`src/rfs_pkg.sv`:
```
// Shared constants and types for the ramped FSK sweep engine
package rfs_pkg;

  // ----------------------------------------------------------------
  // Widths
  // ----------------------------------------------------------------
  localparam int unsigned FREQ_W  = 48;
  localparam int unsigned RATE_W  = 20;
  localparam int unsigned ADDR_W  = 5;
  localparam int unsigned BYTE_W  = 8;
  localparam int unsigned MEM_LEN = 32;

  // ----------------------------------------------------------------
  // Byte addresses, first (most significant) byte of each word
  // ----------------------------------------------------------------
  localparam logic [ADDR_W-1:0] ADDR_FIRST_TUNING_WORD  = 5'h04;
  localparam logic [ADDR_W-1:0] ADDR_FTW2  = 5'h0a;
  localparam logic [ADDR_W-1:0] ADDR_DELTA = 5'h10;
  localparam logic [ADDR_W-1:0] ADDR_RATE  = 5'h1a;
  localparam logic [ADDR_W-1:0] ADDR_CTRL  = 5'h1f;

  // ----------------------------------------------------------------
  // Control byte fields
  // ----------------------------------------------------------------
  localparam int unsigned CTRL_MODE_LSB = 0;
  localparam int unsigned CTRL_TRI_BIT  = 3;
  localparam int unsigned CTRL_CLRF_BIT = 4;
  localparam int unsigned CTRL_CLRB_BIT = 5;

  // ----------------------------------------------------------------
  // Reset values
  // ----------------------------------------------------------------
  localparam logic [BYTE_W-1:0] RST_BYTE = 8'h00;
  localparam logic [FREQ_W-1:0] RST_FREQ = 48'h0000_0000_0000;
  localparam logic [RATE_W-1:0] RST_RATE = 20'h00000;

  // Operating modes of the three-bit mode field
  typedef enum logic [2:0] {
    MODE_SINGLE = 3'b000,
    MODE_FSK    = 3'b001,
    MODE_RAMP   = 3'b010,
    MODE_CHIRP  = 3'b011,
    MODE_BPSK   = 3'b100
  } rfs_mode_t;

endpackage : rfs_pkg

```
`src/rfs_rate_if.sv`:
```
// Link between the sweep engine and its ramp-rate counter
`timescale 1ns/100ps
interface rfs_rate_if;
  import rfs_pkg::*;
  logic              ce;
  logic              run;
  logic              restart;
  logic [RATE_W-1:0] rateN;
  logic              tick;

  modport engine  (output ce, output run, output restart, output rateN, input tick);
  modport counter (input ce, input run, input restart, input rateN, output tick);
endinterface : rfs_rate_if

```
`src/rfs_rate_counter.sv`:
```
// Ramp-rate down-counter: one tick every N+1 clocks while running
`timescale 1ns/100ps
module rfs_rate_counter
  import rfs_pkg::*;
(
  input  wire logic    clk,
  input  wire logic    rstSyncN,
  rfs_rate_if.counter  rate
);

  logic [RATE_W-1:0] cnt_q;
  logic [RATE_W-1:0] cnt_d;
  logic              tick_q;
  logic              tick_d;

  // ----------------------------------------------------------------
  // Count down, tick and reload at zero
  // ----------------------------------------------------------------
  // Reloading from the live value lets a new rate apply mid-ramp
  always_comb begin
    cnt_d  = cnt_q;
    tick_d = 1'b0;
    if (!rate.run || rate.restart) begin
      cnt_d = rate.rateN;
    end else if (cnt_q == '0) begin
      tick_d = 1'b1;
      cnt_d  = rate.rateN;
    end else begin
      cnt_d = cnt_q - 1'b1;
    end
  end

  always_ff @(posedge clk or negedge rstSyncN) begin
    if (!rstSyncN) begin
      cnt_q  <= RST_RATE;
      tick_q <= 1'b0;
    end else if (rate.ce) begin
      cnt_q  <= cnt_d;
      tick_q <= tick_d;
    end
  end

  assign rate.tick = tick_q;
endmodule : rfs_rate_counter

```
`src/rfs_sweep_engine.sv`:
```
// Ramped FSK sweep engine: register buffers, frequency and phase accumulators
`timescale 1ns/100ps
module rfs_sweep_engine
  import rfs_pkg::*;
(
  input  wire logic                      clk,
  input  wire logic                      rstn,
  input  wire logic                      ce,
  input  wire logic                      wrEn,
  input  wire logic [rfs_pkg::ADDR_W-1:0] wrAddr,
  input  wire logic [rfs_pkg::BYTE_W-1:0] wrData,
  input  wire logic [rfs_pkg::ADDR_W-1:0] rdAddr,
  output logic      [rfs_pkg::BYTE_W-1:0] rdData_q,
  input  wire logic                      keyingPin,
  input  wire logic                      ioUpdatePin,
  output logic      [rfs_pkg::FREQ_W-1:0] freqWord_q,
  output logic      [rfs_pkg::FREQ_W-1:0] phaseAcc_q,
  output logic                           rampActive_q,
  output logic                           dirUp_q
);
  import rfs_pkg::*;

  // ----------------------------------------------------------------
  // Reset release and pin synchronisers
  // ----------------------------------------------------------------
  logic rstMeta_q;
  logic rstSyncN;
  logic keyMeta_q;
  logic keyS_q;
  logic updMeta_q;
  logic updS_q;
  logic updPrev_q;
  logic updEdge;

  // Reset asserts at once but leaves two clocks after rstn rises
  always_ff @(posedge clk or negedge rstn) begin
    if (!rstn) begin
      rstMeta_q <= 1'b0;
      rstSyncN  <= 1'b0;
    end else begin
      rstMeta_q <= 1'b1;
      rstSyncN  <= rstMeta_q;
    end
  end

  // Pins are asynchronous; the first stage is never looked at
  always_ff @(posedge clk or negedge rstSyncN) begin
    if (!rstSyncN) begin
      keyMeta_q <= 1'b0;
      keyS_q    <= 1'b0;
      updMeta_q <= 1'b0;
      updS_q    <= 1'b0;
      updPrev_q <= 1'b0;
    end else if (ce) begin
      keyMeta_q <= keyingPin;
      keyS_q    <= keyMeta_q;
      updMeta_q <= ioUpdatePin;
      updS_q    <= updMeta_q;
      updPrev_q <= updS_q;
    end
  end

  assign updEdge = updS_q && !updPrev_q;

  // ----------------------------------------------------------------
  // Buffer and active register bytes
  // ----------------------------------------------------------------
  logic [BYTE_W-1:0] bufMem_q [MEM_LEN];
  logic [BYTE_W-1:0] actMem_q [MEM_LEN];

  // One write port into the buffers; core copy only on update edge
  for (genvar i = 0; i < MEM_LEN; i++) begin : g_mem
    logic [BYTE_W-1:0] buf_d;
    logic [BYTE_W-1:0] act_d;
    always_comb begin
      buf_d = bufMem_q[i];
      act_d = actMem_q[i];
      if (wrEn && wrAddr == ADDR_W'(i)) begin
        buf_d = wrData;
      end
      if (updEdge) begin
        act_d = bufMem_q[i];
      end
    end
    always_ff @(posedge clk or negedge rstSyncN) begin
      if (!rstSyncN) begin
        bufMem_q[i] <= RST_BYTE;
        actMem_q[i] <= RST_BYTE;
      end else if (ce) begin
        bufMem_q[i] <= buf_d;
        actMem_q[i] <= act_d;
      end
    end
  end

  // Read back of the buffer bytes
  always_ff @(posedge clk or negedge rstSyncN) begin
    if (!rstSyncN) begin
      rdData_q <= RST_BYTE;
    end else if (ce) begin
      rdData_q <= bufMem_q[rdAddr];
    end
  end

  // ----------------------------------------------------------------
  // Active fields, most significant byte at the lowest address
  // ----------------------------------------------------------------
  function automatic logic [FREQ_W-1:0] word48(input logic [ADDR_W-1:0] base);
    logic [FREQ_W-1:0] w;
    w = '0;
    for (int b = 0; b < 6; b++) begin
      w = {w[FREQ_W-BYTE_W-1:0], actMem_q[base + ADDR_W'(b)]};
    end
    return w;
  endfunction : word48

  logic [FREQ_W-1:0] lowTone;
  logic [FREQ_W-1:0] highTone;
  logic [FREQ_W-1:0] deltaStep;
  logic [FREQ_W-1:0] span;
  logic [RATE_W-1:0] rateN;
  logic [BYTE_W-1:0] ctrl;
  rfs_mode_t         mode;
  logic              triBit;
  logic              clrBothBit;

  // The function reads the array directly, so only always_comb tracks it
  always_comb begin
    lowTone   = word48(ADDR_FIRST_TUNING_WORD);
    highTone  = word48(ADDR_FTW2);
    deltaStep = word48(ADDR_DELTA);
  end
  assign rateN      = {actMem_q[ADDR_RATE][3:0], actMem_q[ADDR_RATE + 5'h01],
                       actMem_q[ADDR_RATE + 5'h02]};
  assign ctrl       = actMem_q[ADDR_CTRL];
  assign mode       = rfs_mode_t'(ctrl[CTRL_MODE_LSB +: 3]);
  assign triBit     = ctrl[CTRL_TRI_BIT];
  assign clrBothBit = ctrl[CTRL_CLRB_BIT];
  // Host keeps high above low, so the span is never negative
  assign span       = highTone - lowTone;

  // ----------------------------------------------------------------
  // Frequency-clear one-shot
  // ----------------------------------------------------------------
  logic clrShot_q;
  logic clrShot_d;
  logic triPrev_q;
  logic triPrev_d;

  // Fires one clock after each update that carries the clear bit set
  always_comb begin
    clrShot_d = updEdge && bufMem_q[ADDR_CTRL][CTRL_CLRF_BIT];
    triPrev_d = triBit;
  end

  always_ff @(posedge clk or negedge rstSyncN) begin
    if (!rstSyncN) begin
      clrShot_q <= 1'b0;
      triPrev_q <= 1'b0;
    end else if (ce) begin
      clrShot_q <= clrShot_d;
      triPrev_q <= triPrev_d;
    end
  end

  // ----------------------------------------------------------------
  // Ramp-rate counter
  // ----------------------------------------------------------------
  rfs_rate_if rate ();
  logic [FREQ_W-1:0] acc_q;
  logic isRamp;
  logic triRise;
  logic keyTurn;
  logic atDest;

  assign isRamp  = (mode == MODE_RAMP);
  assign triRise = isRamp && triBit && !triPrev_q;
  // A pin level unlike the heading turns the ramp; ignored in triangle
  assign keyTurn = isRamp && !triBit && (keyS_q != dirUp_q);
  assign atDest  = (acc_q >= span);

  assign rate.ce      = ce;
  assign rate.rateN   = rateN;
  assign rate.restart = keyTurn || triRise;
  assign rate.run     = !clrBothBit && ((isRamp && !atDest) ||
                                        (mode == MODE_CHIRP));

  rfs_rate_counter u_rate (
    .clk      (clk),
    .rstSyncN (rstSyncN),
    .rate     (rate.counter)
  );

  // ----------------------------------------------------------------
  // Frequency accumulator, output word and phase accumulator
  // ----------------------------------------------------------------
  logic [FREQ_W-1:0] acc_d;
  logic              dirUp_d;
  logic [FREQ_W-1:0] freq_d;
  logic [FREQ_W-1:0] phase_d;
  logic              active_d;
  logic [FREQ_W:0]   sum;

  // The accumulator counts progress from the start tone to the target
  always_comb begin
    acc_d    = acc_q;
    dirUp_d  = dirUp_q;
    sum      = {1'b0, acc_q} + {1'b0, deltaStep};
    phase_d  = phaseAcc_q + freqWord_q;
    if (clrBothBit) begin
      acc_d   = '0;
      phase_d = '0;
    end else if (isRamp) begin
      if (triRise) begin
        dirUp_d = !keyS_q;
        acc_d   = '0;
      end else if (keyTurn) begin
        // Mirror the progress so the tone carries on without a jump
        dirUp_d = keyS_q;
        acc_d   = atDest ? '0 : span - acc_q;
      end else if (clrShot_q) begin
        acc_d   = '0;
      end else if (rate.tick && !atDest) begin
        acc_d   = (sum >= {1'b0, span}) ? span : sum[FREQ_W-1:0];
      end else if (triBit && atDest) begin
        dirUp_d = !dirUp_q;
        acc_d   = '0;
      end
    end else if (mode == MODE_CHIRP) begin
      if (clrShot_q) begin
        acc_d = '0;
      end else if (rate.tick) begin
        acc_d = sum[FREQ_W-1:0];
      end
    end else begin
      acc_d   = '0;
      dirUp_d = keyS_q;
    end
  end

  // Output tone chosen by mode; ramp adds to low or takes from high
  always_comb begin
    case (mode)
      MODE_FSK:   freq_d = keyS_q ? highTone : lowTone;
      MODE_RAMP:  freq_d = dirUp_d ? lowTone + acc_d : highTone - acc_d;
      MODE_CHIRP: freq_d = lowTone + acc_d;
      default:    freq_d = lowTone;
    endcase
    if (clrBothBit) begin
      freq_d = '0;
    end
    active_d = rate.run;
  end

  always_ff @(posedge clk or negedge rstSyncN) begin
    if (!rstSyncN) begin
      acc_q        <= RST_FREQ;
      dirUp_q      <= 1'b0;
      freqWord_q   <= RST_FREQ;
      phaseAcc_q   <= RST_FREQ;
      rampActive_q <= 1'b0;
    end else if (ce) begin
      acc_q        <= acc_d;
      dirUp_q      <= dirUp_d;
      freqWord_q   <= freq_d;
      phaseAcc_q   <= phase_d;
      rampActive_q <= active_d;
    end
  end
endmodule : rfs_sweep_engine

```
`config.mk`:
```
export PLATFORM = sky130hd
export DESIGN_NAME = rfs_sweep_engine
export DESIGN_NICKNAME = d
export VERILOG_FILES = /design/src/rfs_pkg.sv /design/src/rfs_rate_if.sv /design/src/rfs_rate_counter.sv /design/src/rfs_sweep_engine.sv
export SDC_FILE = /design/constraint.sdc
export NUM_CORES = 2
export LEC_CHECK = 0
export BUFFER_PORTS_ARGS = -buffer_cell sky130_fd_sc_hd__buf_2
export CAP_MARGIN = 40
export CELL_PAD_IN_SITES_DETAIL_PLACEMENT = 0
export CELL_PAD_IN_SITES_GLOBAL_PLACEMENT = 2
export CORE_ASPECT_RATIO = 1.4
export CORE_MARGIN = 2
export CORE_UTILIZATION = 45
export CTS_CLUSTER_DIAMETER = 30
export DETAILED_ROUTE_END_ITERATION = 6
export PLACE_DENSITY_LB_ADDON = 0.1
export SYNTH_ARGS = -nofsm -noshare
export SYNTH_HDL_FRONTEND = slang
export SYNTH_SLANG_ARGS = --single-unit
```
`constraint.sdc`:
```
create_clock -name clk -period 55.2 [get_ports clk]
set_input_delay 8.28 -clock clk [delete_from_list [all_inputs] [get_ports clk]]
set_output_delay 8.28 -clock clk [all_outputs]
set_load 0.01 [all_outputs]
```
* Word-level counts from Yosys, hierarchy flattened
Index checks and enable logic that the tools add are counted.
** Operators by class
- Add/sub/neg operators :: 7
- Magnitude comparators :: 3
- Equal/unequal tests :: 35
- Mux-type cells :: 32
- Bitwise operators :: 1
- Reductions and logical operators :: 88
** Operators by type and width (count)
- 2-to-1 mux 48 bit :: 16
- one-hot mux 48 bit (3 select lines) :: 1
- subtractor 48 bit :: 3
- adder 48 bit :: 2
- equality test 5 bit (second input constant) :: 16
- AND reduction 2 bit :: 33
- adder 48 x 48 -> 49 bit :: 1
- greater-or-equal comparator 49 x 48 -> 1 bit :: 1
- greater-or-equal comparator 48 bit :: 1
- logical AND 1 bit :: 42
- binary-select mux 8 bit (select 5 bit) :: 1
- equality test 5 x 4 -> 1 bit (second input constant) :: 8
- 2-to-1 mux 20 bit :: 2
- equality test 5 x 3 -> 1 bit (second input constant) :: 4
- zero test 20 bit :: 1
- subtractor 20 x 1 -> 20 bit (second input constant) :: 1
- 2-to-1 mux 8 bit :: 2
- equality test 5 x 2 -> 1 bit (second input constant) :: 2
- 2-to-1 mux 1 bit :: 10
- zero test 1 bit :: 8
- equality test 3 x 2 -> 1 bit (second input constant) :: 2
- greater-or-equal comparator 6 bit (second input constant) :: 1
- NOT 5 -> 6 bit :: 1
- equality test 5 x 1 -> 1 bit (second input constant) :: 1
- 4 further kinds :: 6
** Word-level totals
- Register bits :: 610
- Input bits :: 24
- Output and inout port bits :: 106
- Word-level logic and storage cells :: 237

* Longest topological paths before layout
- Word-level depth :: 14
- Gate-level depth with buffers :: 42
- Depth with buffers taken out :: 40

* Modules after synthesis
From an unflattened synthesis, not the netlist that was laid out.
** Second synthesis, totals
- Cell total of the unflattened synthesis :: 4916
- Area total of the unflattened synthesis :: 47021.3 sq um
** By module, submodules not included
- rfs_sweep_engine :: instances 1, cells each 4746, area an instance 45519.9 sq um, sequential area each 14714.1 sq um
- rfs_rate_counter :: instances 1, cells each 170, area an instance 1501.4 sq um, sequential area each 525.5 sq um

* Worst setup path before layout
OpenSTA, ideal clock, no wires.
- Path kind :: input -> register
- Start :: input rdAddr[0] (netlist bit)
- End :: register rdData_q[0] (netlist bit)
- Setup time :: 0.137 ns
- Arrival :: 10.411 ns
- Required time :: 55.063 ns
- Setup slack :: 44.652 ns
- Stages :: 6
- Path buffers :: 2
- Path through :: clkbuf_1 -> buf_1 -> mux4_2 -> mux4_2 -> mux2i_1 -> a21oi_1
** On the way
- Cells in the longest elaborated chain, start to end :: 4
** Ends and longest elaborated chain
- start: declaration :: RTL line rfs_sweep_engine.sv:12 : input wire logic [rfs_pkg::ADDR_W-1:0] rdAddr,
- NOT 5 -> 6 bit (implied by the code) :: RTL line rfs_sweep_engine.sv:101 : rdData_q <= bufMem_q[rdAddr];
- binary-select mux 8 bit (select 5 bit) :: RTL line rfs_sweep_engine.sv:101
- 2-to-1 mux 8 bit (implied by the code) (2 in a row) :: RTL line rfs_sweep_engine.sv:101
- end signal: assignment :: RTL line rfs_sweep_engine.sv:101
- end: declaration :: RTL line rfs_sweep_engine.sv:13 : output logic [rfs_pkg::BYTE_W-1:0] rdData_q,
Every way passes these cells. The select of a mux whose other input is x is not followed.
A chain may end at the register's enable or synchronous reset.

* Worst setup path after layout
- Start :: register actMem_q[80] (netlist bit)
- End :: register freqWord_q[46] (netlist bit)
** On the way
- Cells in the longest elaborated chain, start to end :: 13
- Elaborated cells between the ends (all ways) :: 17
- Those cells by class :: add/sub (3); order compare (1); mux (13)
** Ends and longest elaborated chain
- start: declaration :: RTL line rfs_sweep_engine.sv:69 : logic [BYTE_W-1:0] actMem_q [MEM_LEN];
- start signal: indexed assignment :: RTL line rfs_sweep_engine.sv:91 : actMem_q[i] <= act_d;
- adder 48 x 48 -> 49 bit * :: RTL line rfs_sweep_engine.sv:208 : sum = {1'b0, acc_q} + {1'b0, deltaStep};
- greater-or-equal comparator 49 x 48 -> 1 bit :: RTL line rfs_sweep_engine.sv:224 : acc_d = (sum >= {1'b0, span}) ? span : sum[FREQ_W-1:0];
- 2-to-1 mux 48 bit :: RTL line rfs_sweep_engine.sv:224
- 2-to-1 mux 48 bit :: RTL line rfs_sweep_engine.sv:223 : end else if (rate.tick && !atDest) begin
- 2-to-1 mux 48 bit :: RTL line rfs_sweep_engine.sv:221 : end else if (clrShot_q) begin
- 2-to-1 mux 48 bit :: RTL line rfs_sweep_engine.sv:217 : end else if (keyTurn) begin
- 2-to-1 mux 48 bit :: RTL line rfs_sweep_engine.sv:214 : if (triRise) begin
- 2-to-1 mux 48 bit * :: RTL line rfs_sweep_engine.sv:213 : end else if (isRamp) begin
- 2-to-1 mux 48 bit * :: RTL line rfs_sweep_engine.sv:210 : if (clrBothBit) begin
- subtractor 48 bit / adder 48 bit (equally long branches) :: RTL line rfs_sweep_engine.sv:245, rfs_sweep_engine.sv:246
- 2-to-1 mux 48 bit :: RTL line rfs_sweep_engine.sv:245 : MODE_RAMP: freq_d = dirUp_d ? lowTone + acc_d : highTone - acc_d;
- one-hot mux 48 bit (3 select lines) * :: RTL line rfs_sweep_engine.sv:243 : case (mode)
- 2-to-1 mux 48 bit * :: RTL line rfs_sweep_engine.sv:249 : if (clrBothBit) begin
- end signal: assignment :: RTL line rfs_sweep_engine.sv:265 : freqWord_q <= freq_d;
- end: declaration :: RTL line rfs_sweep_engine.sv:16 : output logic [rfs_pkg::FREQ_W-1:0] freqWord_q,
Mark *: on every way between the ends. The rest lies on a longest branch, timed or not.

==> results.toml <==
[clock_network]
cts_buffers = 135
clkTransAtPathRegs_ns = 0.05
post_cts_buffers = 0
clockBufferDepth = 3
clock-root-buffer = "clkbuf_16"
cts_tree = "done"
cts_resized = 0
cts_htree_levels = 4
clock-sinks = 609
clock_latency_ns = 0.78
cts_hold_buf = 0

[synthesis]
yosys.area_share.xor_xnor = 0.04557
yosys-top-cells-area = "dfrtp_1, mux2_2, ha_1"
async_flop_share = 1.000
synth_seq_area_share = 0.3252
synth_top_family_by_area = "compound AO/OA/AOI/OAI gates"
synth-compound-area-share = 0.2115
synth_area_mm2 = 0.04686
synth_top_cell_by_area = "dfrtp_1"
synthesis.area_per_instance_um2 = 9.360
synth_cell_types = 103
synth-simple-area-share = 0.1087
yosys.cell_count.top_type = "dfrtp_1"
synthMuxAreaShare = 0.1704
synth_edf_count = 0
syn_inst = 5007
ys_seq_elements = 609
synth_nets = 5378
synth_fa_ha_area_frac = 0.09361
synth_top_cell_area_share = 0.3252
yosysWarnings = 0
synth_ff_type = "dfrtp_1"
synth_common_cells = "dfrtp_1, a21oi_1, mux2_2, ha_1, o21ai_0"

[timing]
skew_ns = 0.05867
max_slew.worst_pin.slew_ns = 1.123
setup_violations = 0
rsz0062_at_grt = "false"
fin_crit_sh = 0.2244
drv_slew = 0
finalHoldViolCount = 0
slew_headroom = 0.2516
fin_crit_ns = 12.39
fin_tns_setup_ns = 0
postLayoutSetupSlackWorst_ns = 42.81
max_freq_mhz = 80.72
whs_ns = 0.3522

[outcome]
outcome = "finished clean"

[worst_setup_path]
reg2reg_slack_ns = 42.81
crit_path_end = "freqWord_q[46]"
cp_data_required_time_ns = 55.84
r2r_cells = 38
critPathCaptureType = "flip-flop"
path_buf_inv = 1
crit_cells = 38
r2r-end = "freqWord_q[46]"
worstSetupStartpointType = "flip-flop"
crit_family = "compound AO/OA/AOI/OAI gates"
crit_type = "flip-flop to flip-flop"
critPathArrivalTime_ns = 13.03
worstSetupStartpoint = "actMem_q[80]"
worst_path_max_delay_cell = "o41ai_1"
cp_max_fo = 48
cpPeakStageDelay_ns = 0.72
rr_startpoint = "actMem_q[80]"
path_common_cell = "a21oi_1"

[cells_and_area]
fill_cells = 9722
multi_input_area_mm2 = 0.02959
finalNonFillerCells = 6575
syn2layout_area_growth_pct = 14.95
regArea_mm2 = 0.01525
fin_nets = 5483
drive_above_1_share = 0.2045

[global_route]
grt_pass1_vias = 40590
grt_use_total = 0.3621
grt_antenna_before_repair = 11
grt.overflow.total = 0
grt_max_degree = 169
grt_pass1_wl_um = 283500

[power_and_ir_drop]
irDropWorstVdd_mv = 0.03946
power_density_mw_per_mm2 = 69.12
p_leak_nw = 25.22

[route]
dr_total_vias = 41500
dr.pass1.iters = 7
drt_iter0_drc = 3590
drc = 0
wl_per_cell_um = 29.74
wl_um = 195600
viasPerCell = 6.311
ant_nets = 0

[die]
initial_core_util = 0.4519
dieHeight_um = 385.8
std_cell_rows = 140
placeableCoreArea_mm2 = 0.1037
dieArea_mm2 = 0.1068
pin_count = 130
die-width_um = 276.7

[flow_run]
drv_cap = 0

[place]
port-buffer-count = 129
place_ws_ns = 42.86
dp_hpwl_um = 149500
dp.cells = 6324
gp_congestion = 1.027

[worst_hold_path]
hold_path.class = "flip-flop to flip-flop"
-- routing by layer --
metal | routed length (um) | part of all wire | track usage | vias up
li1 | - | - | - | 18750
met1 | 77350 | 0.40 | 0.4417 | 20670
met2 | 89060 | 0.46 | 0.5826 | 1615
met3 | 11010 | 0.056 | 0.05103 | 460
met4 | 18100 | 0.093 | 0.2781 | 6
met5 | 36 | 0.00018 | 0 | -
-- report_power, final --
group	total (mW)	switching (mW)	internal (mW)
clock network	0.832	0.296	0.537
registers	0.711	0.161	0.549
logic	2.18	1.37	0.815
total	3.72	1.82	1.90
-- state kept, by name, summed over array words and instances, names as in the netlist, 5 cells and up --
register and cells:
bufMem_q 256, u_rate.cnt_q 20, acc_q 48, actMem_q 164, ctrl 5, phaseAcc_q 48, freqWord_q 48, rdData_q 8
-- how the worst min path moves through the flow --
stage                   start        to  slack (ns)  cells after the start
floorplan           rstMeta_q  rstSyncN        0.33                      0
global placement    rstMeta_q  rstSyncN        0.34                      0
detailed placement  rstMeta_q  rstSyncN        0.34                      0
CTS                 rstMeta_q  rstSyncN        0.35                      0
global route        rstMeta_q  rstSyncN        0.36                      0
finish              rstMeta_q  rstSyncN        0.35                      0
-- metrics by stage --
stage                     instance area [um2]    util  power (mW)
after CTS                               53860  0.5194       3.683
after detailed placement                49130  0.4737       2.834
final                                   53870  0.5195       3.724
after floorplan                         46860       -       2.144
after global placement                  48840  0.4709       2.847
after global routing                    53860  0.5194       3.938
-- area by class of cell --
class	count	area share
antenna	3	0.0001394
clock buffer	167	0.06891
clock inverter	81	0.01902
inverter	286	0.01997
multi-input combinational	3854	0.5492
sequential	609	0.2831
tap	1349	0.03133
timing repair buffer	226	0.02834
-- placed cells by master, fill, tap and decap left out, drive strengths merged, types with 77 or more instances in the layout --
cell    synthesis  routed
ha            341     341
clkbuf        193     167
nor2          301     301
a21oi         478     478
mux4           80      80
inv           285     301
nand2         327     327
a21o          139     139
o21ai         345     345
dfrtp         609     609
mux2          455     455
mux2i         106     106
buf            65     226
xnor2         166     166
nand3          97      97
xor2           77      77
-- cells by family (layout without fill, tap and decap cells) --
logic type	Yosys count	in the layout
AOI/OAI and AO/OA	1544	1544
adders and majority gates	347	347
and+or+nand+nor	1078	1078
muxes	641	641
xor gates and xnor gates	243	243
other	1	4
DFF	609	609
buffers and inverters	544	760
Note: power is estimated with default switching activity, not from simulation.
